### config.mk
export PLATFORM = sky130hd
export DESIGN_NAME = adc_conversion_control
export DESIGN_NICKNAME = d
export VERILOG_FILES = /design/src/core/adc_conv_pkg.sv /design/src/core/conv_tick_gen.sv /design/src/core/adc_conversion_control.sv
export SDC_FILE = /design/constraint.sdc
export NUM_CORES = 1
export LEC_CHECK = 0
export ABC_AREA = 1
export BUFFER_PORTS_ARGS = -buffer_cell sky130_fd_sc_hd__buf_2
export CORE_MARGIN = 2
export CORE_UTILIZATION = 45
export CTS_CLUSTER_DIAMETER = 60
export DETAILED_ROUTE_END_ITERATION = 8
export PLACE_DENSITY = 0.71
export SETUP_SLACK_MARGIN = 0.3
export SLEW_MARGIN = 10
export SYNTH_ARGS = -nofsm -noshare
export SYNTH_HDL_FRONTEND = slang
export SYNTH_HIERARCHICAL = 1
export SYNTH_SLANG_ARGS = --single-unit
### constraint.sdc
create_clock -name hclk -period 1.6 [get_ports hclk]
set_input_delay 0.32 -clock hclk [delete_from_list [all_inputs] [get_ports hclk]]
set_output_delay 0.32 -clock hclk [all_outputs]
set_load 0.05 [all_outputs]
### src/core/adc_conv_pkg.sv
// Shared constants, types and decode tables of the converter control block
package adc_conv_pkg;

    localparam int DATA_W = 32;
    localparam int ADDR_W = 12;
    localparam int RESULT_W = 10;
    localparam int CHAN_W = 3;
    localparam int PIN_COUNT = 8;
    localparam int CNT_W = 6;
    localparam int IRQ_W = 2;
    localparam int TAD_PER_CONV = 12;

    // Printed offsets are not word aligned: they are word indices
    localparam logic [7:0] IDX_CONTROL0 = 8'h1F;
    localparam logic [7:0] IDX_PORT_CONFIG = 8'h9F;
    localparam logic [ADDR_W-1:0] ADDR_CONTROL0 = {2'h0, IDX_CONTROL0, 2'h0};
    localparam logic [ADDR_W-1:0] ADDR_PORT_CONFIG = {2'h0, IDX_PORT_CONFIG, 2'h0};
    localparam logic [ADDR_W-1:0] ADDR_RESULT_HIGH = 12'h080;
    localparam logic [ADDR_W-1:0] ADDR_RESULT_LOW = 12'h084;
    localparam logic [ADDR_W-1:0] ADDR_IRQ_STATUS = 12'h088;
    localparam logic [ADDR_W-1:0] ADDR_IRQ_MASK = 12'h08C;

    // converter_control0 fields
    localparam int CTL_CS_LO_LSB = 6;
    localparam int CTL_CHAN_LSB = 3;
    localparam int CTL_GO_BIT = 2;
    localparam int CTL_POWER_BIT = 0;
    // converter_port_config fields
    localparam int CFG_JUSTIFY_BIT = 7;
    localparam int CFG_CS_HI_BIT = 6;
    localparam int CFG_PCFG_LSB = 0;
    // Interrupt status and mask fields
    localparam int IRQ_DONE_BIT = 0;
    localparam int IRQ_REFUSED_BIT = 1;

    localparam logic [1:0] CS_LO_RC = 2'h3;
    localparam logic [CNT_W-1:0] TERM_DIV2 = 6'h01;
    localparam logic [CNT_W-1:0] TERM_DIV4 = 6'h03;
    localparam logic [CNT_W-1:0] TERM_DIV8 = 6'h07;
    localparam logic [CNT_W-1:0] TERM_DIV16 = 6'h0F;
    localparam logic [CNT_W-1:0] TERM_DIV32 = 6'h1F;
    localparam logic [CNT_W-1:0] TERM_DIV64 = 6'h3F;
    localparam logic [RESULT_W-1:0] SAR_FIRST_TRIAL = 10'h200;
    localparam logic [3:0] SAR_MSB_IDX = 4'h9;
    localparam logic [3:0] TAD_LAST_IDX = 4'hB;

    typedef enum logic [2:0] {SAR_IDLE, SAR_ALIGN, SAR_SAMPLE, SAR_BITS, SAR_FINISH} sar_state_t;

    // Drive towards the analog multiplexer and conversion core
    typedef struct packed {
        logic power;
        logic [CHAN_W-1:0] channel;
        logic sample;
        logic [RESULT_W-1:0] dac_code;
    } conv_drive_t;

    // Pin function and reference selection
    typedef struct packed {
        logic vref_hi_pin;
        logic vref_lo_pin;
        logic [PIN_COUNT-1:0] analog_en;
    } port_map_t;

    // Counter terminal value for the divided system clock
    function automatic logic [CNT_W-1:0] div_term(input logic cs_hi, input logic [1:0] cs_lo);
        case ({cs_hi, cs_lo})
            3'h0: div_term = TERM_DIV2;
            3'h1: div_term = TERM_DIV8;
            3'h2: div_term = TERM_DIV32;
            3'h4: div_term = TERM_DIV4;
            3'h5: div_term = TERM_DIV16;
            3'h6: div_term = TERM_DIV64;
            default: div_term = TERM_DIV2;
        endcase
    endfunction

    // Reference pins count as analog pins
    function automatic port_map_t port_map(input logic [3:0] code);
        case (code)
            4'h0: port_map = {1'b0, 1'b0, 8'hFF};
            4'h1: port_map = {1'b1, 1'b0, 8'hFF};
            4'h2: port_map = {1'b0, 1'b0, 8'h1F};
            4'h3: port_map = {1'b1, 1'b0, 8'h1F};
            4'h4: port_map = {1'b0, 1'b0, 8'h0B};
            4'h5: port_map = {1'b1, 1'b0, 8'h0B};
            4'h8: port_map = {1'b1, 1'b1, 8'hFF};
            4'h9: port_map = {1'b0, 1'b0, 8'h3F};
            4'hA: port_map = {1'b1, 1'b0, 8'h3F};
            4'hB: port_map = {1'b1, 1'b1, 8'h3F};
            4'hC: port_map = {1'b1, 1'b1, 8'h1F};
            4'hD: port_map = {1'b1, 1'b1, 8'h0F};
            4'hE: port_map = {1'b0, 1'b0, 8'h01};
            4'hF: port_map = {1'b1, 1'b1, 8'h0D};
            default: port_map = {1'b0, 1'b0, 8'h00};
        endcase
    endfunction

endpackage

### src/core/conv_tick_gen.sv
// Conversion bit-period tick from divided system clock or internal RC clock
`timescale 1ns/1ps
module conv_tick_gen import adc_conv_pkg::*; (
    input wire logic hclk,
    input wire logic hresetn,
    input wire logic cs_hi,
    input wire logic [1:0] cs_lo,
    input wire logic sleep_mode,
    input wire logic rc_clk_pin,
    output logic tad_tick
);
    typedef struct packed {
        logic [2:0] rc_sync;
        logic rc_lvl;
        logic [CNT_W-1:0] cnt;
        logic tick;
    } tick_state_t;

    tick_state_t s_ff;
    tick_state_t nxt_s;

    always_comb begin
        nxt_s = s_ff;
        nxt_s.tick = 1'b0;
        nxt_s.rc_sync = {s_ff.rc_sync[1:0], rc_clk_pin};
        // Level moves only once second and third stage agree
        if (s_ff.rc_sync[1] == s_ff.rc_sync[2]) begin
            nxt_s.rc_lvl = s_ff.rc_sync[2];
        end
        if (cs_lo == CS_LO_RC) begin // [RULE_04] [RULE_05]
            nxt_s.cnt = '0;
            nxt_s.tick = nxt_s.rc_lvl & ~s_ff.rc_lvl; // [RULE_03]
        end else if (sleep_mode) begin
            // System clock divider is frozen while asleep
            nxt_s.cnt = s_ff.cnt; // [RULE_03]
        end else if (s_ff.cnt >= div_term(cs_hi, cs_lo)) begin // [RULE_04] [RULE_05]
            nxt_s.cnt = '0;
            nxt_s.tick = 1'b1;
        end else begin
            nxt_s.cnt = s_ff.cnt + 6'h01;
        end
    end

    always_ff @(posedge hclk or negedge hresetn) begin
        if (!hresetn) begin
            s_ff <= '0;
        end else begin
            s_ff <= nxt_s;
        end
    end

    assign tad_tick = s_ff.tick;

    a_sleep_needs_rc: assert property (@(posedge hclk) disable iff (!hresetn) // [RULE_03]
        (sleep_mode && cs_lo != CS_LO_RC) |=> (!tad_tick || $past(cs_lo) == CS_LO_RC))
        else $error("tick from system clock while asleep");

    a_div_two_gap: assert property (@(posedge hclk) disable iff (!hresetn) // [RULE_04]
        (tad_tick && {cs_hi, cs_lo} == 3'h0 && !sleep_mode)
        ##1 ({cs_hi, cs_lo} == 3'h0 && !sleep_mode) |-> !tad_tick ##1 tad_tick)
        else $error("system clock over two gives wrong tick spacing");

endmodule

### src/core/adc_conversion_control.sv
// AHB-Lite register slave and successive-approximation sequencer of the converter
//
// Operation
// [RULE_01] Each finished conversion yields a ten-bit result.
// [RULE_02] Five analog inputs on the small variant, eight on larger ones.
// [RULE_03] Conversions run during sleep only with the internal RC clock selected.
// [RULE_04] With high select 0: 00 clk/2, 01 clk/8, 10 clk/32, 11 RC.
// [RULE_05] With high select 1: 00 clk/4, 01 clk/16, 10 clk/64, 11 RC.
// [RULE_06] Channel field bits 5-3 selects input equal to its binary value.
// [RULE_07] Software never selects reserved channels on the reduced variant.
// [RULE_08] Writing start bit 2 while powered starts conversion; reads one while running.
// [RULE_09] Hardware clears the start bit when the conversion finishes.
// [RULE_10] Power bit 0 powers the converter; clear shuts it off.
// [RULE_11] Control bit 1 always reads zero and ignores writes.
// [RULE_12] Software picks high and low references from supply, ground or two pins.
// [RULE_13] Port config register sets each shared pin analog or digital.
// [RULE_14] On completion load result pair, clear start bit, set done flag.
// [RULE_15] Justify bit chooses right or left alignment with zero padding.
// [RULE_16] A conversion lasts at least twelve conversion clock periods.
// [RULE_17] Start written while unpowered starts nothing.
`timescale 1ns/1ps
module adc_conversion_control import adc_conv_pkg::*; #(
    parameter int NUM_INPUTS = 8
) (
    input wire logic hclk,
    input wire logic hresetn,
    input wire logic hsel,
    input wire logic [DATA_W-1:0] haddr,
    input wire logic [1:0] htrans,
    input wire logic hwrite,
    input wire logic [2:0] hsize,
    input wire logic [DATA_W-1:0] hwdata,
    input wire logic hready,
    output logic [DATA_W-1:0] hrdata,
    output logic hreadyout,
    output logic hresp,
    input wire logic sleep_mode,
    input wire logic rc_clk_pin,
    input wire logic cmp_above_pin,
    output conv_drive_t conv_drive,
    output port_map_t pin_map,
    output logic irq
);
    if (!(NUM_INPUTS == 5 || NUM_INPUTS == 8)) begin : g_bad_inputs
        $error("NUM_INPUTS must be 5 or 8");
    end

    localparam logic [PIN_COUNT-1:0] PRESENT_MASK = PIN_COUNT'((1 << NUM_INPUTS) - 1);

    typedef struct packed {
        logic hready;
        logic [DATA_W-1:0] hrdata;
        logic rd_pend;
        logic wr_pend;
        logic [ADDR_W-1:0] addr;
        logic [1:0] cs_lo;
        logic [CHAN_W-1:0] chan;
        logic go;
        logic power;
        logic justify;
        logic cs_hi;
        logic [3:0] pcfg;
        logic [RESULT_W-1:0] result;
        logic [RESULT_W-1:0] sar;
        logic [3:0] bit_idx;
        sar_state_t sst;
        logic [2:0] cmp_sync;
        logic cmp_lvl;
        logic [IRQ_W-1:0] irq_stat;
        logic [IRQ_W-1:0] irq_mask;
        logic irq;
        conv_drive_t drive;
        port_map_t pmap;
    } ctl_state_t;

    ctl_state_t s_ff;
    ctl_state_t nxt_s;
    logic tad_tick;

    conv_tick_gen u_tick (
        .hclk(hclk),
        .hresetn(hresetn),
        .cs_hi(s_ff.cs_hi),
        .cs_lo(s_ff.cs_lo),
        .sleep_mode(sleep_mode),
        .rc_clk_pin(rc_clk_pin),
        .tad_tick(tad_tick)
    );

    function automatic logic [DATA_W-1:0] read_mux(input ctl_state_t st);
        logic [7:0] v;
        v = 8'h00;
        case (st.addr)
            ADDR_CONTROL0: v = {st.cs_lo, st.chan, st.go, 1'b0, st.power}; // [RULE_11]
            ADDR_PORT_CONFIG: v = {st.justify, st.cs_hi, 2'b00, st.pcfg};
            ADDR_RESULT_HIGH: begin // [RULE_15]
                if (st.justify) begin
                    v = {6'h00, st.result[9:8]};
                end else begin
                    v = st.result[9:2];
                end
            end
            ADDR_RESULT_LOW: begin // [RULE_15]
                if (st.justify) begin
                    v = st.result[7:0];
                end else begin
                    v = {st.result[1:0], 6'h00};
                end
            end
            ADDR_IRQ_STATUS: v = {6'h00, st.irq_stat};
            ADDR_IRQ_MASK: v = {6'h00, st.irq_mask};
            default: v = 8'h00;
        endcase
        read_mux = {24'h000000, v};
    endfunction

    always_comb begin
        logic start_req;
        logic refused;
        logic done;
        logic [IRQ_W-1:0] w1c;
        start_req = 1'b0;
        refused = 1'b0;
        done = 1'b0;
        w1c = '0;
        nxt_s = s_ff;
        nxt_s.wr_pend = 1'b0;

        // Reads take one wait state so a write just before is visible
        if (s_ff.rd_pend) begin
            nxt_s.hrdata = read_mux(s_ff);
            nxt_s.hready = 1'b1;
            nxt_s.rd_pend = 1'b0;
        end

        if (s_ff.wr_pend) begin
            case (s_ff.addr)
                ADDR_CONTROL0: begin
                    nxt_s.cs_lo = hwdata[CTL_CS_LO_LSB +: 2]; // [RULE_04]
                    nxt_s.chan = hwdata[CTL_CHAN_LSB +: CHAN_W]; // [RULE_06]
                    nxt_s.power = hwdata[CTL_POWER_BIT]; // [RULE_10]
                    if (hwdata[CTL_GO_BIT]) begin
                        start_req = hwdata[CTL_POWER_BIT]; // [RULE_17]
                        refused = ~hwdata[CTL_POWER_BIT];
                    end
                end
                ADDR_PORT_CONFIG: begin
                    nxt_s.justify = hwdata[CFG_JUSTIFY_BIT];
                    nxt_s.cs_hi = hwdata[CFG_CS_HI_BIT]; // [RULE_05]
                    nxt_s.pcfg = hwdata[CFG_PCFG_LSB +: 4];
                end
                ADDR_IRQ_STATUS: w1c = hwdata[IRQ_W-1:0];
                ADDR_IRQ_MASK: nxt_s.irq_mask = hwdata[IRQ_W-1:0];
                default: ;
            endcase
        end

        if (hsel && htrans[1] && hready) begin
            nxt_s.addr = haddr[ADDR_W-1:0];
            if (hwrite) begin
                nxt_s.wr_pend = 1'b1;
            end else begin
                nxt_s.rd_pend = 1'b1;
                nxt_s.hready = 1'b0;
            end
        end

        // Comparator from the analog core crosses into this clock
        nxt_s.cmp_sync = {s_ff.cmp_sync[1:0], cmp_above_pin};
        if (s_ff.cmp_sync[1] == s_ff.cmp_sync[2]) begin
            nxt_s.cmp_lvl = s_ff.cmp_sync[2];
        end

        case (s_ff.sst)
            SAR_IDLE: begin
                if (start_req) begin // [RULE_08]
                    nxt_s.sst = SAR_ALIGN;
                    nxt_s.go = 1'b1;
                end
            end
            SAR_ALIGN: begin
                // Partial first period is not counted
                if (tad_tick) begin // [RULE_16]
                    nxt_s.sst = SAR_SAMPLE;
                end
            end
            SAR_SAMPLE: begin
                if (tad_tick) begin
                    nxt_s.sst = SAR_BITS;
                    nxt_s.sar = SAR_FIRST_TRIAL;
                    nxt_s.bit_idx = SAR_MSB_IDX;
                end
            end
            SAR_BITS: begin
                if (tad_tick) begin
                    nxt_s.sar[s_ff.bit_idx] = s_ff.cmp_lvl; // [RULE_01]
                    if (s_ff.bit_idx == 4'h0) begin
                        nxt_s.sst = SAR_FINISH;
                    end else begin
                        nxt_s.bit_idx = s_ff.bit_idx - 4'h1;
                        nxt_s.sar[s_ff.bit_idx - 4'h1] = 1'b1;
                    end
                end
            end
            SAR_FINISH: begin
                if (tad_tick) begin // [RULE_14]
                    nxt_s.result = s_ff.sar; // [RULE_01]
                    nxt_s.go = 1'b0; // [RULE_09]
                    nxt_s.sst = SAR_IDLE;
                    done = 1'b1;
                end
            end
            default: nxt_s.sst = SAR_IDLE;
        endcase

        // Power removal aborts; a finished result still lands
        if (!nxt_s.power) begin // [RULE_10]
            nxt_s.sst = SAR_IDLE;
            nxt_s.go = 1'b0;
        end

        // Hardware set wins over a same-cycle clear
        nxt_s.irq_stat = (s_ff.irq_stat & ~w1c)
            | {refused, done}; // [RULE_14]
        nxt_s.irq = |(nxt_s.irq_stat & nxt_s.irq_mask);

        nxt_s.drive.power = nxt_s.power; // [RULE_10]
        nxt_s.drive.channel = nxt_s.chan; // [RULE_06] [RULE_07]
        nxt_s.drive.sample = (nxt_s.sst == SAR_SAMPLE);
        nxt_s.drive.dac_code = nxt_s.sar;
        nxt_s.pmap = port_map(nxt_s.pcfg); // [RULE_12] [RULE_13]
        nxt_s.pmap.analog_en = nxt_s.pmap.analog_en & PRESENT_MASK; // [RULE_02]
    end

    always_ff @(posedge hclk or negedge hresetn) begin
        if (!hresetn) begin
            s_ff <= '0;
            s_ff.hready <= 1'b1;
            s_ff.pmap <= {1'b0, 1'b0, PRESENT_MASK};
        end else begin
            s_ff <= nxt_s;
        end
    end

    assign hrdata = s_ff.hrdata;
    assign hreadyout = s_ff.hready;
    assign hresp = 1'b0;
    assign conv_drive = s_ff.drive;
    assign pin_map = s_ff.pmap;
    assign irq = s_ff.irq;

    // Period counter used only by the checks below
    logic [3:0] tad_seen_ff;
    always_ff @(posedge hclk or negedge hresetn) begin
        if (!hresetn) begin
            tad_seen_ff <= 4'h0;
        end else if (s_ff.sst == SAR_IDLE || s_ff.sst == SAR_ALIGN) begin
            tad_seen_ff <= 4'h0;
        end else if (tad_tick) begin
            tad_seen_ff <= tad_seen_ff + 4'h1;
        end
    end

    a_go_tracks_busy: assert property (@(posedge hclk) disable iff (!hresetn) // [RULE_08]
        s_ff.go == (s_ff.sst != SAR_IDLE))
        else $error("start bit disagrees with sequencer activity");

    a_done_loads_result: assert property (@(posedge hclk) disable iff (!hresetn) // [RULE_14]
        (s_ff.sst == SAR_FINISH && tad_tick && s_ff.power && !nxt_s.wr_pend)
        |=> !s_ff.go && s_ff.irq_stat[IRQ_DONE_BIT] && s_ff.result == $past(s_ff.sar))
        else $error("completion did not load result and flag");

    a_twelve_periods: assert property (@(posedge hclk) disable iff (!hresetn) // [RULE_16]
        (s_ff.sst == SAR_FINISH && tad_tick) |-> tad_seen_ff == TAD_LAST_IDX)
        else $error("conversion shorter or longer than twelve periods");

    a_no_start_off: assert property (@(posedge hclk) disable iff (!hresetn) // [RULE_17]
        (!s_ff.power) |=> (s_ff.sst == SAR_IDLE || s_ff.sst == SAR_ALIGN && s_ff.power))
        else $error("conversion running while unpowered");

    a_bit1_reads_zero: assert property (@(posedge hclk) disable iff (!hresetn) // [RULE_11]
        (s_ff.rd_pend && s_ff.addr == ADDR_CONTROL0) |=> !hrdata[1] && hreadyout)
        else $error("unimplemented control bit read as one");

    a_right_justify: assert property (@(posedge hclk) disable iff (!hresetn) // [RULE_15]
        (s_ff.rd_pend && s_ff.addr == ADDR_RESULT_HIGH && s_ff.justify)
        |=> hrdata[7:2] == 6'h00 && hrdata[1:0] == $past(s_ff.result[9:8]))
        else $error("right justified high byte wrong");

    a_channel_drive: assert property (@(posedge hclk) disable iff (!hresetn) // [RULE_06]
        conv_drive.channel == s_ff.chan && conv_drive.power == s_ff.power)
        else $error("channel or power drive out of step with control");

    a_irq_level: assert property (@(posedge hclk) disable iff (!hresetn) // [RULE_14]
        $rose(s_ff.irq_stat[IRQ_DONE_BIT]) && s_ff.irq_mask[IRQ_DONE_BIT] |-> irq)
        else $error("unmasked done flag did not raise interrupt");

    a_irq_exact: assert property (@(posedge hclk) disable iff (!hresetn) // [RULE_14]
        irq == |(s_ff.irq_stat & s_ff.irq_mask))
        else $error("interrupt level disagrees with status and mask");

    // Refusal must leave the sequencer idle and say so in status
    a_refused_flag: assert property (@(posedge hclk) disable iff (!hresetn) // [RULE_17]
        (s_ff.wr_pend && s_ff.addr == ADDR_CONTROL0 && hwdata[CTL_GO_BIT]
        && !hwdata[CTL_POWER_BIT]) |=> !s_ff.go && s_ff.irq_stat[IRQ_REFUSED_BIT])
        else $error("start without power was not refused");

    a_power_abort: assert property (@(posedge hclk) disable iff (!hresetn) // [RULE_10]
        (s_ff.wr_pend && s_ff.addr == ADDR_CONTROL0 && !hwdata[CTL_POWER_BIT])
        |=> !s_ff.go && !conv_drive.power)
        else $error("power clear did not stop the converter");

    a_left_justify: assert property (@(posedge hclk) disable iff (!hresetn) // [RULE_15]
        (s_ff.rd_pend && s_ff.addr == ADDR_RESULT_LOW && !s_ff.justify)
        |=> hrdata[5:0] == 6'h00 && hrdata[7:6] == $past(s_ff.result[1:0]))
        else $error("left justified low byte wrong");

endmodule

* Yosys cells after proc, flatten, opt, wreduce, memory -nomap -nowiden
Memories as Yosys holds them, arrays and structs flattened. A register that Yosys moved wholly into a read port is not among the register bits.
Index checks and enable logic that the tools add are counted.
** Storage, ports and cells
- Flip-flop bits (word level) :: 84
- Bits in read-only memories :: 160
- Bits in writable memories :: 0
- Memories kept :: 1
- Output and inout port bits :: 60
- Bits in latches :: 0
- Input bits :: 77
** Memory list
- (name not given) :: depth 16, width 10, read ports 1, clocked after Yosys merged registers in 1, wr ports 0, line adc_conv_pkg.sv:79 : case (code)
** Cells by class
- Reductions and logical operators :: 15
- Multipliers :: 0
- Shifts and indexed selects :: 0
- Bitwise logic cells :: 8
- Magnitude comparators :: 5
- Div/mod/pow operators :: 0
- Add/sub/neg operators :: 2
- Muxes and demuxes :: 52
- Equal/unequal tests :: 26
** Operators with widths (number)
- 12-bit by 8-bit == test with 1-bit output, second input constant :: 4
- 8-bit case mux with 6 select lines :: 1
- 17-bit 2-to-1 mux :: 2
- 34-bit 2-to-1 mux :: 1
- 6-bit 2-to-1 mux :: 5
- 6-bit case mux with 5 select lines :: 1
- 14-bit 2-to-1 mux :: 2
- 14-bit case mux with 2 select lines :: 1
- 1-bit 2-to-1 mux :: 21
- 8-bit 2-to-1 mux :: 2
- 3-bit 2-to-1 mux :: 5
- 3-bit case mux with 5 select lines :: 1
- 7-bit 2-to-1 mux :: 2
- 12-bit by 10-bit == test with 1-bit output, second input constant :: 1
- 12-bit by 7-bit == test with 1-bit output, second input constant :: 1
- 3-bit by 2-bit == test with 1-bit output, second input constant :: 4
- 3-bit == test, second input constant :: 4
- 10-bit bitwise mux :: 1
- 4-bit by 5-bit less-than comparator with 1-bit output, second input constant :: 2
- 10-bit OR :: 1
- 1-bit demux with 4-bit select :: 2
- 4-bit by 1-bit >= comparator with 1-bit output, second input constant :: 2
- 2-bit 2-to-1 mux :: 4
- 6-bit by 1-bit adder with 6-bit output, second input constant :: 1
- 25 further kinds :: 37

* Logic depth before layout (Yosys ltp)
Gate-level depths: netlist (run 1).
- Depth after elaboration :: 11
- Gate-level depth with buffers :: 14
- Mapped depth without buffers :: 14

* Modules after synthesis
Netlist (run 1), hierarchy kept.
** By module, submodules not included
- adc_conversion_control :: instances 1, seq. area each 2062.0 um^2, cells each 533, area each 4419.2 um^2
- conv_tick_gen :: instances 1, seq. area each 275.3 um^2, cells each 91, area each 694.4 um^2

* Worst setup path after synthesis (run 1)
Ideal clock, no wire load.
- Kind :: register to register
- Start point :: reg s_ff[75] in the netlist's numbering
- End point :: reg, netlist name pin_map[9]
- Stages on the path, launching flop included :: 12
- Slack :: -0.127 ns
- Arrival :: 1.611 ns
- Data required time :: 1.483 ns
- Path buffers :: 0
- Cells stage by stage :: dfrtp_1 -> nor2_4 -> nand2_4 -> nor2_8 -> nand3_4 -> o21ai_2 -> inv_2 -> ha_1 -> nand3_1 -> nand2_1 -> nand2_1 -> nand2_1
** RTL lines
- start, declared :: line adc_conversion_control.sv:76 : ctl_state_t s_ff;
- start signal, assigned :: line adc_conversion_control.sv:241 : s_ff <= nxt_s;

* Worst setup path in the final report (run 1)
- Start point :: reg s_ff[73] in the netlist's numbering
- End point :: reg u_tick/s_ff[3] in the netlist's numbering
** Between the ends
- Cells in the longest elaborated chain, start to end :: 8
- Elaborated cells on any way between the ends :: 14
** Ends and longest elaborated chain
- 3-bit == test (tied with other cells) :: line adc_conv_pkg.sv:66 : case ({cs_hi, cs_lo})
- 6-bit case mux with 5 select lines :: line adc_conv_pkg.sv:66
- 6-bit 2-to-1 mux :: line conv_tick_gen.sv:33 : end else if (sleep_mode) begin
- 6-bit 2-to-1 mux :: line conv_tick_gen.sv:30 : if (cs_lo == CS_LO_RC) begin
- 6-bit >= comparator :: line conv_tick_gen.sv:36 : end else if (s_ff.cnt >= div_term(cs_hi, cs_lo)) begin
- 6-bit 2-to-1 mux :: line conv_tick_gen.sv:36
- 6-bit 2-to-1 mux :: line conv_tick_gen.sv:33
- 7-bit 2-to-1 mux :: line conv_tick_gen.sv:30
- end signal, assigned :: line conv_tick_gen.sv:48 : s_ff <= nxt_s;
- end, declared :: line conv_tick_gen.sv:19 : tick_state_t s_ff;
Several ways; a longest one is shown, not always the timed one. The select of a mux whose other input is x is not followed.
A chain may end at the register's enable or synchronous reset.

==> metrics, run 1 <==
mux cell area share after synthesis=0.00881; htree depth=3; Clock Path Buffers=2; Syn Area/Cell=8.19 um2; # rows=38; commonest non-fill, non-tap cells in the layout=125 x nand2_1, 78 x dfrtp_1, 51 x buf_4; CTS tree=yes; Die W=111 um; Tightest Pin Transition=0.513 ns; synthesized cell area=0.00511 mm2; first-pass GRT wire length=20.4 mm; DRT Pass-1 Iters=5; Die Y-Extent=111 um; antenna violations before repair=0; Ports=137; simple-gate share of the synthesized area=0.261; Psw=0.00179 W; drt first-iter violations=289; clock network power share=0.373; number of global-route vias before repair=4,397; Crit Path Category=reg2reg; Die Area=0.0122 mm2; routed wl met2=6.51 mm; Total GRT Usage=0.204; Switching Share=0.302; Max Used Layer=met4; GP Congestion=0.955; pin count of the biggest net entering global routing=94; Final min period=1.83 ns; Wirelength per Cell=14.6 um; Period Utilization, post-route=1.15; total negative setup slack=-1.97 ns; total CTS buffers=9; Distinct cells, synth=40; Seq pwr share=0.441; met1 WL=5.43 mm; pwr/cell area=849 mW/mm2; Final Instance Area=0.00697 mm2; CORE AREA=0.0110 mm2; Post-DRT Antenna Nets=0; DRC=0; clock latency on the worst-skew pair=0.35 ns; Yosys top cell by area=dfrtp_1; relative slew slack=0.658; arrival time at the worst endpoint=2.06 ns; maximum clock rate=546 MHz; DP HPWL=8.53 mm; Post-Syn Instances=624; commonest non-fill, non-tap cell in the layout=nand2_1; largest family of logic cells by synthesized area=simple AND/OR/NAND/NOR gates; PortBufs=63; leakage power=3.42 nW; via count=4,419; Setup crit end kind=register; Final WS setup=-0.232 ns; compound-gate portion of the synthesized area=0.0930; Final setup viols=16; hold_ws=0.00842 ns; Hold WC Path Type=in2async; n_diodes=0; routed vias/inst=5.05; Comb power frac=0.186; Setup Skew=0.00652 ns; nets=817; xor and xnor fraction of the mapped netlist area=0.00171; final WL=12.8 mm; Reg clk slew, reported paths=0.07 ns; initial core utilization=0.466; post-synth top area share=0.416; Internal=0.00413 W; max cap viols=0; CP startpoint kind=register; Post-Synth Adder-Cell Area=0.0284; RSZ-0062 raised after global routing=true; Inst Count DP=821; Layout area overhead=36.4%; CTS sink cnt=93; violated checks=setup timing; crit path max fanout=4; status=finished, violations left; Slew Limit Fails=0; Synth area leaders=dfrtp_1 42%, nand2_1 11%, buf_4 8.5%; synthesized flop and latch total=93; Post-Layout Cell Count=875; Placed Area=0.00554 mm2; final hold vios=0; Yosys warning total=6; post-synthesis sequential area ratio=0.457; metal3 WL=661 um; CTS Root Cell=clkbuf_16; gr ovfl total=0; WP data required=1.83 ns; layout cells sized above 1=0.442; VDD IR max=0.647 mV
power groups by stage:
stage	clock network (W)	registers, W	logic [W]
after floorplan	0	0.00261	0.000646
after global placement	0	0.00261	0.000816
after detailed placement	0	0.00262	0.000835
after CTS	0.00225	0.00259	0.000970
after global routing	0.00235	0.00262	0.00119
final	0.00221	0.00261	0.00110
worst paths after layout:
| check | startpoint | endpoint | slack [ns] | depth (start not counted) |
|---|---|---|---|---|
| worst min register to register | nxt_s[32] | nxt_s[33] | 0.35 | 0 |
| worst max register to register | s_ff[73] | u_tick/s_ff[3] | -0.23 | 13 |
| max in group asynchronous | hresetn | conv_drive[14] | 1.16 | 2 |
| worst min-delay path | hresetn | s_ff[87] | 0.008 | 2 |
| worst max-delay path | s_ff[73] | u_tick/s_ff[3] | -0.23 | 13 |
| min in group hclk | cmp_above_pin | nxt_s[32] | 0.08 | 1 |
registers in the layout, summed over array words and instances (netlist names):
signal,count
conv_drive,15
hrdata,8
hreadyout,1
irq,1
nxt_s,2
pin_map,9
s_ff,46
u_tick/nxt_s,2
u_tick/s_ff,8
u_tick/tad_tick,1
final cells by class:
cell class / instances / area, um2
timing repair buffer: 136 / 1170
sequential: 93 / 2350
clock inverter: 5 / 65.1
fill: 898 / 4010
clock buffer: 11 / 243
timing repair inverter: 1 / 7.51
tap: 140 / 175
inverter: 76 / 309
multi-input combinational: 413 / 2660
worst max-delay path: stages (launching register included):
cell     delay [ns]
dfrtp_1        0.42
nand2_2        0.10
inv_2          0.04
a21oi_2        0.14
o21ai_2        0.11
nand2_1        0.09
inv_2          0.05
ha_4           0.25
nand2_2        0.05
nor2_2         0.10
nand2_2        0.08
buf_4          0.14
nand4_1        0.08
a21oi_2        0.06
Yosys cell counts, drive strengths merged:
library cell  instances
nand2               169
dfrtp                85
inv                  74
buf                  60
nor2                 51
o21ai                46
nand3                40
a21oi                27
nand4                15
ha                   10
dfstp                 8
o22ai                 7
clkbuf                6
a31oi                 5
mux2                  4
nand3b                4
nor3                  4
clkinv                2
maj3                  2
conb                  1
nor3b                 1
o221ai                1
o31ai                 1
xnor2                 1
cells by family (layout without fill, tap and decap cells):
kind of cell	after synthesis	count (layout)
and+or+nand+nor	284	284
buffers and inverters	142	229
other	1	25
muxes	4	4
adders and majority gates	12	12
DFF	93	93
xor gates and xnor gates	1	1
AOI/OAI and AO/OA	87	87
metrics by stage:
stage / worst slack [ns] / utilization / total power (W)
3_5_place_dp: -0.173 / 0.504 / 0.00345
2_1_floorplan: -0.0610 / - / 0.00326
4_1_cts: -0.151 / 0.579 / 0.00581
6_report: -0.232 / 0.635 / 0.00592
5_1_grt: -0.319 / 0.635 / 0.00616
3_3_place_gp: -0.102 / 0.504 / 0.00343
layer usage:
metal,global-route usage,vias to the layer above
met1,0.257,2129
li1,-,2149
met3,0.0445,16
met4,0.0725,0
met2,0.346,125
met5,0,-
timing repair:
item | in CTS | in global routing
pin swaps | 36 | 45
resized for setup | 122 | 136
setup buffers | 16 | 21
endpoints found under the setup margin | 86 | 95
gates cloned | 1 | 0
hold buffers | 0 | 0
No activity file was read; power rests on OpenSTA's default activity.
==> inputs of run 2 (changes only) <==
--- a/config.mk
+++ b/config.mk
@@ -9,7 +9,9 @@
 export BUFFER_PORTS_ARGS = -buffer_cell sky130_fd_sc_hd__buf_2
+export CELL_PAD_IN_SITES_DETAIL_PLACEMENT = 0
+export CELL_PAD_IN_SITES_GLOBAL_PLACEMENT = 1
 export CORE_MARGIN = 2
-export CORE_UTILIZATION = 45
+export CORE_UTILIZATION = 35
 export CTS_CLUSTER_DIAMETER = 60
 export DETAILED_ROUTE_END_ITERATION = 8
-export PLACE_DENSITY = 0.71
+export PLACE_DENSITY = 0.75
 export SETUP_SLACK_MARGIN = 0.3
--- a/constraint.sdc
+++ b/constraint.sdc
@@ -3,2 +3,2 @@
 set_output_delay 0.32 -clock hclk [all_outputs]
-set_load 0.05 [all_outputs]
+set_load 0.02 [all_outputs]
==> run 2 against run 1 <==
  * The run still ends with setup timing left
  * Routed wire length up 2.8%
  * Clock skew up 0.0043 ns
  * Final area rose by 1.3%
  * Sequential power about the same
  * Worst hold slack improved by 0.065 ns
  * Setup slack better by 0.049 ns
  * First-iteration DRC count shrank 42%
  * Highest routed layer unchanged
==> metrics, run 2 (same netlist as run 1, synthesis figures left out) <==
Final setup viols=34 (was 16); Final Instance Area=0.00707 mm2 (was 0.00697 mm2); hold_ws=0.0732 ns (was 0.00842 ns); hold path start=cmp_above_pin; clock latency on the worst-skew pair=0.35 ns (about the same); final WL=13.1 mm (was 12.8 mm); Hold Crit Depth=1; Post-DRT Antenna Nets=0 (unchanged); gr ovfl total=0 (unchanged); final hold vios=0 (unchanged); DRT Pass-1 Iters=4 (was 5); first-pass GRT wire length=21.2 mm (was 20.4 mm); Reg clk slew, reported paths=0.07 ns (about the same); status=finished, violations left (unchanged); Internal=0.00412 W (was 0.00413 W); Layout area overhead=38.2% (was 36.4%); layout cells sized above 1=0.442 (about the same); CP startpoint kind=register (unchanged); R2R setup slack=-0.18 ns (was -0.23 ns); leakage power=3.48 nW (was 3.42 nW); initial core utilization=0.355 (was 0.466); Most flops, register=s_ff (unchanged); antenna violations before repair=0 (unchanged); max FFs per register=46 (unchanged); CTS Root Cell=clkbuf_16 (unchanged); Crit Path Category=reg2reg (unchanged); Slew Limit Fails=0 (unchanged); Die Y-Extent=125 um (was 111 um); n_diodes=0 (unchanged); number of global-route vias before repair=4,348 (was 4,397); CTS sink cnt=93 (unchanged); # rows=44 (was 38); nets=833 (was 817); drt first-iter violations=169 (was 289); Die W=125 um (was 111 um); VDD IR max=0.558 mV (was 0.647 mV); CTS tree=yes (unchanged); htree depth=3 (unchanged); Seq pwr share=0.451 (was 0.441); arrival time at the worst endpoint=2.06 ns (about the same); DP HPWL=9.06 mm (was 8.53 mm); clock network power share=0.372 (was 0.373); GP Congestion=0.847 (was 0.955); PortBufs=63 (unchanged); CORE AREA=0.0144 mm2 (was 0.0110 mm2); Register-to-Register Path Depth=11 (was 13); total negative setup slack=-3.25 ns (was -1.97 ns); RSZ-0062 raised after global routing=true (unchanged); total CTS buffers=9 (unchanged); Placed Area=0.00562 mm2 (was 0.00554 mm2); DRC=0 (unchanged); Clock Path Buffers=2 (unchanged); max cap viols=0 (unchanged); via count=4,410 (was 4,419); Ports=137 (unchanged); Final WS setup=-0.183 ns (was -0.232 ns); commonest non-fill, non-tap cell in the layout=nand2_1 (unchanged); Comb power frac=0.177 (was 0.186); Period Utilization, post-route=1.11 (was 1.15); fin util=0.490 (was 0.635); pwr/cell area=816 mW/mm2 (was 849 mW/mm2); pin count of the biggest net entering global routing=35 (was 94); Switching Share=0.286 (was 0.302); maximum clock rate=561 MHz (was 546 MHz); Setup crit end kind=register (unchanged); Total GRT Usage=0.168 (was 0.204); RR Endpoint=pin_map[8] (was u_tick/s_ff[3]); reg2reg start=s_ff[84] (was s_ff[73]); routed vias/inst=4.72 (was 5.05); Final min period=1.78 ns (was 1.83 ns); Die Area=0.0156 mm2 (was 0.0122 mm2); WP data required=1.87 ns (was 1.83 ns); Wirelength per Cell=14.1 um (was 14.6 um); worst min-delay path endpoint=nxt_s[32]; Hold WC Path Type=in2reg (was in2async); Setup Skew=0.0108 ns (was 0.00652 ns); commonest non-fill, non-tap cells in the layout=132 x nand2_1, 78 x dfrtp_1, 59 x buf_4 (was 125 x nand2_1, 78 x dfrtp_1, 51 x buf_4); crit path max fanout=6 (was 4); Psw=0.00165 W (was 0.00179 W); violated checks=setup timing (unchanged)
==> run 2: repair_timing <==
action | in CTS | in global routing
hold buffers | 1 | 0
hold endpoints to repair | 23 | 0
gates resized for setup | 89 | 125
endpoints found under the setup margin | 75 | 73
setup buffers | 24 | 23
gates cloned | 1 | 0
pin swaps | 24 | 53
==> run 2: worst max-delay path by stage <==
stage	start	end	slack (ns)	cells after the start
detailed placement	s_ff[85]	pin_map[9]	-0.15	11
global placement	s_ff[85]	pin_map[9]	-0.12	11
floorplan	s_ff[74]	pin_map[9]	-0.06	11
global route	s_ff[84]	pin_map[9]	-0.29	13
CTS	s_ff[73]	u_tick/s_ff[5]	-0.10	12
finish	s_ff[84]	pin_map[8]	-0.18	11
==> run 2: metal layers <==
metal,part of all wire,up-vias,track usage
met5,0,-,0
met4,0.022,0,0.0621
met3,0.043,22,0.0331
met2,0.51,95,0.284
met1,0.42,2122,0.214
li1,-,2171,-
==> run 2: through the flow <==
step	total power [W]	instances	worst slack (ns)
3_5_place_dp	0.00335	870	-0.148
6_report	0.00577	935	-0.183
2_1_floorplan	0.00311	648	-0.0610
4_1_cts	0.00567	912	-0.105
5_1_grt	0.00603	935	-0.290
3_3_place_gp	0.00334	870	-0.116
==> run 2: power by group through the flow <==
stage          Combinational (W)  Clock (W)  Sequential [W]
6_report                 0.00102    0.00214         0.00260
3_3_place_gp            0.000722          0         0.00261
5_1_grt                  0.00111    0.00230         0.00262
3_5_place_dp            0.000735          0         0.00262
4_1_cts                 0.000884    0.00221         0.00258
2_1_floorplan           0.000515          0         0.00260
==> run 2: layout make-up <==
type                            instances  area [um2]
Multi-Input combinational cell        413        2670
Sequential cell                        93        2350
Fill cell                            1297        7360
Inverter                               76         307
Timing Repair Buffer                  152        1210
Clock buffer                           11         233
Clock inverter                          5        60.1
Timing Repair inverter                  1        7.51
Tap cell                              184         230
==> run 2: critical path: stages, from the launching register on <==
cell,delay [ns]
dfrtp_1,0.39
nor2_2,0.15
inv_2,0.07
nor2_4,0.16
nand3_4,0.14
buf_12,0.16
buf_6,0.10
buf_6,0.11
nand2_8,0.07
nand2_8,0.08
buf_4,0.14
a21oi_2,0.12
==> inputs of run 3 (changes only) <==
ABC_AREA = not set   (was 1)
CORE_UTILIZATION = 37   (was 35)
==> run 3 against run 2 <==
  * The run still ends with setup timing left
  * Final area is 0.12% lower
  * Sequential share of layout area is essentially flat
  * Global-route usage grew 1.3 points
  * Area after synthesis decreased by 2.3%
  * Largest power group unchanged
  * Sequential power is essentially flat
  * Combinational power grew 13%
  * Routed wire length fell by 3.5%
  * Highest routed layer unchanged
  * Cell count fell by 17%
  * Count of clock-buffer cells in the layout increased by 1
  * Flip-flop and latch count stayed put
  * Total power grew 2.1%
==> metrics, run 3 <==
met1 WL=6.14 mm (was 5.58 mm); Die W=120 um (was 125 um); Switching Share=0.270 (was 0.286); Hold Crit Depth=1 (unchanged); Crit Path Category=reg2reg (unchanged); count leader, synth=dfrtp_1 (was nand2_1); Hold WC Path Type=in2reg (unchanged); Final Instance Area=0.00706 mm2 (was 0.00707 mm2); clock network power share=0.362 (was 0.372); Ports=137 (unchanged); DP HPWL=8.40 mm (was 9.06 mm); Slew Limit Fails=0 (unchanged); Syn Area/Cell=10.7 um2 (was 8.19 um2); CTS tree=yes (unchanged); Placed Area=0.00577 mm2 (was 0.00562 mm2); htree depth=3 (unchanged); Clock Path Buffers=2 (unchanged); leakage power=3.29 nW (was 3.48 nW); worst slack, placed=-0.518 ns (was -0.148 ns); clock latency on the worst-skew pair=0.35 ns (about the same); routed wl met2=5.84 mm (was 6.71 mm); Async SR Flop Fraction=1.00 (unchanged); Wirelength per Cell=16.3 um (was 14.1 um); Layout area overhead=41.2% (was 38.2%); synthesized cell area=0.00500 mm2 (was 0.00511 mm2); max cap viols=0 (unchanged); Distinct cells, synth=71 (was 40); via count=3,903 (was 4,410); Yosys top cell by area=dfrtp_1 (unchanged); PortBufs=63 (unchanged); post-synth top area share=0.426 (was 0.416); CTS Root Cell=clkbuf_16 (unchanged); Psw=0.00159 W (was 0.00165 W); Post-synth EDFFs=0 (unchanged); DRT Pass-1 Iters=4 (unchanged); routed vias/inst=5.00 (was 4.72); WP data required=1.83 ns (was 1.87 ns); RSZ-0062 raised after global routing=true (unchanged); Register-to-Register Path Depth=13 (was 11); Comb power frac=0.196 (was 0.177); Final min period=2.05 ns (was 1.78 ns); # rows=42 (was 44); Max Used Layer=met4 (unchanged); initial core utilization=0.377 (was 0.355); Setup Skew=0.00734 ns (was 0.0108 ns); Total GRT Usage=0.181 (was 0.168); Post-DRT Antenna Nets=0 (unchanged); hold_ws=0.0762 ns (was 0.0732 ns); CORE AREA=0.0132 mm2 (was 0.0144 mm2); Synth top cells by count=85 x dfrtp_1, 58 x buf_4, 36 x mux2_2 (was 156 x nand2_1, 85 x dfrtp_1, 62 x inv_1); Worst Setup EP=pin_map[9] (was pin_map[8]); DRC=0 (unchanged); crit path launch=s_ff[74] (was s_ff[84]); first-pass GRT wire length=20.4 mm (was 21.2 mm); GP Congestion=0.852 (was 0.847); n_diodes=0 (unchanged); Internal=0.00430 W (was 0.00412 W); Setup crit end kind=register (unchanged); violated checks=setup timing (unchanged); Final setup viols=44 (was 34); VDD IR max=0.457 mV (was 0.558 mV); pwr/cell area=834 mW/mm2 (was 816 mW/mm2); maximum clock rate=487 MHz (was 561 MHz); Yosys warning total=6 (unchanged); Seq pwr share=0.442 (was 0.451); pin count of the biggest net entering global routing=42 (was 35); arrival time at the worst endpoint=2.28 ns (was 2.06 ns); nets=686 (was 833); crit path max fanout=3 (was 6); synthesized flop and latch total=93 (unchanged); Post-synth top flop=dfrtp_1 (unchanged); number of global-route vias before repair=3,913 (was 4,348); commonest non-fill, non-tap cells in the layout=80 x dfrtp_1, 68 x buf_4, 53 x buf_2 (was 132 x nand2_1, 78 x dfrtp_1, 59 x buf_4); drt first-iter violations=180 (was 169); CTS sink cnt=93 (unchanged); Die Area=0.0145 mm2 (was 0.0156 mm2); layout cells sized above 1=0.560 (was 0.442); RR Endpoint=pin_map[9] (was pin_map[8]); Post-Syn Instances=468 (was 624); commonest non-fill, non-tap cell in the layout=dfrtp_1 (was nand2_1); status=finished, violations left (unchanged); final hold vios=0 (unchanged); post-synthesis sequential area ratio=0.468 (was 0.457); CP startpoint kind=register (unchanged); Final WS setup=-0.454 ns (was -0.183 ns); antenna violations before repair=0 (unchanged); reg2reg start=s_ff[74] (was s_ff[84]); gr ovfl total=0 (unchanged); Die Y-Extent=120 um (was 125 um); max FFs per register=46 (unchanged); R2R setup slack=-0.45 ns (was -0.18 ns); Reg clk slew, reported paths=0.06 ns (was 0.07 ns); total negative setup slack=-10.46 ns (was -3.25 ns); Period Utilization, post-route=1.28 (was 1.11); metal3 WL=492 um (was 563 um); Most flops, register=s_ff (unchanged); total CTS buffers=9 (unchanged); final WL=12.7 mm (was 13.1 mm); Synth area leaders=dfrtp_1 43%, buf_4 8.7%, mux2_2 8.1% (was dfrtp_1 42%, nand2_1 11%, buf_4 8.5%)
==> run 3: how the worst min path moves through the flow <==
stage	start	to
after floorplan	hresetn	conv_drive[0]
after global placement	hresetn	u_tick/s_ff[7]
after detailed placement	hresetn	u_tick/s_ff[6]
after CTS	rc_clk_pin	u_tick/nxt_s[9]
after global routing	cmp_above_pin	nxt_s[32]
final	rc_clk_pin	u_tick/nxt_s[9]
==> run 3: power by group through the flow <==
stage	Combinational, W	Clock [W]	Sequential [W]
after floorplan	0.000583	0	0.00264
after global placement	0.000898	0	0.00263
after detailed placement	0.000918	0	0.00264
after CTS	0.00105	0.00219	0.00260
after global routing	0.00125	0.00230	0.00262
final	0.00115	0.00213	0.00260
==> run 3: kinds of logic after synthesis <==
| logic type | after synthesis | synth area share |
|---|---|---|
| flip-flops | 93 | 0.468 |
| AND/OR/NAND/NOR | 137 | 0.159 |
| XOR/XNOR | 2 | 0.00351 |
| AO/OA/AOI/OAI | 83 | 0.113 |
| adder cells (fa/ha/maj) | 12 | 0.0290 |
| multiplexers | 53 | 0.118 |
| other | 1 | 0.000750 |
| buffers and inverters | 87 | 0.109 |
==> run 3: layout make-up <==
| type | count | area [um2] |
|---|---|---|
| Timing Repair Buffer | 168 | 1340 |
| Clock buffer | 12 | 246 |
| Sequential cell | 93 | 2340 |
| Tap cell | 176 | 220 |
| Inverter | 14 | 55.1 |
| Fill cell | 1156 | 6180 |
| Multi-Input combinational cell | 313 | 2810 |
| Clock inverter | 4 | 47.5 |
==> run 3: layer usage <==
metal	GRT usage	vias up
li1	-	1849
met1	0.260	1954
met2	0.271	85
met3	0.0321	15
met4	0.0698	0
met5	0	-
==> run 3: through the flow <==
stage                     cells   util  total power, W
after floorplan             492      -         0.00322
after global placement      714  0.435         0.00353
after detailed placement    714  0.435         0.00356
after CTS                   762  0.503         0.00584
after global routing        780  0.533         0.00617
final                       780  0.533         0.00589
==> run 3: critical path, cell delays in order, from the launching register on <==
cell and delay [ns]:
dfrtp_1 0.39, buf_6 0.12, nor3_2 0.14, buf_4 0.14, nand4b_1 0.16, buf_4 0.19, nand2_2 0.05, and2_4 0.16
inv_4 0.05, ha_1 0.19, inv_1 0.07, nor2_1 0.04, o21ai_0 0.15, a31oi_1 0.10
==> run 3: what timing repair did <==
item                                    in CTS  in global routing
endpoints found under the hold margin       24                  0
setup buffers                               29                 18
endpoints found under the setup margin      80                 85
resized for setup                           91                 69
gates cloned                                 2                  0
pin swaps                                   40                 24
hold buffers                                 1                  0
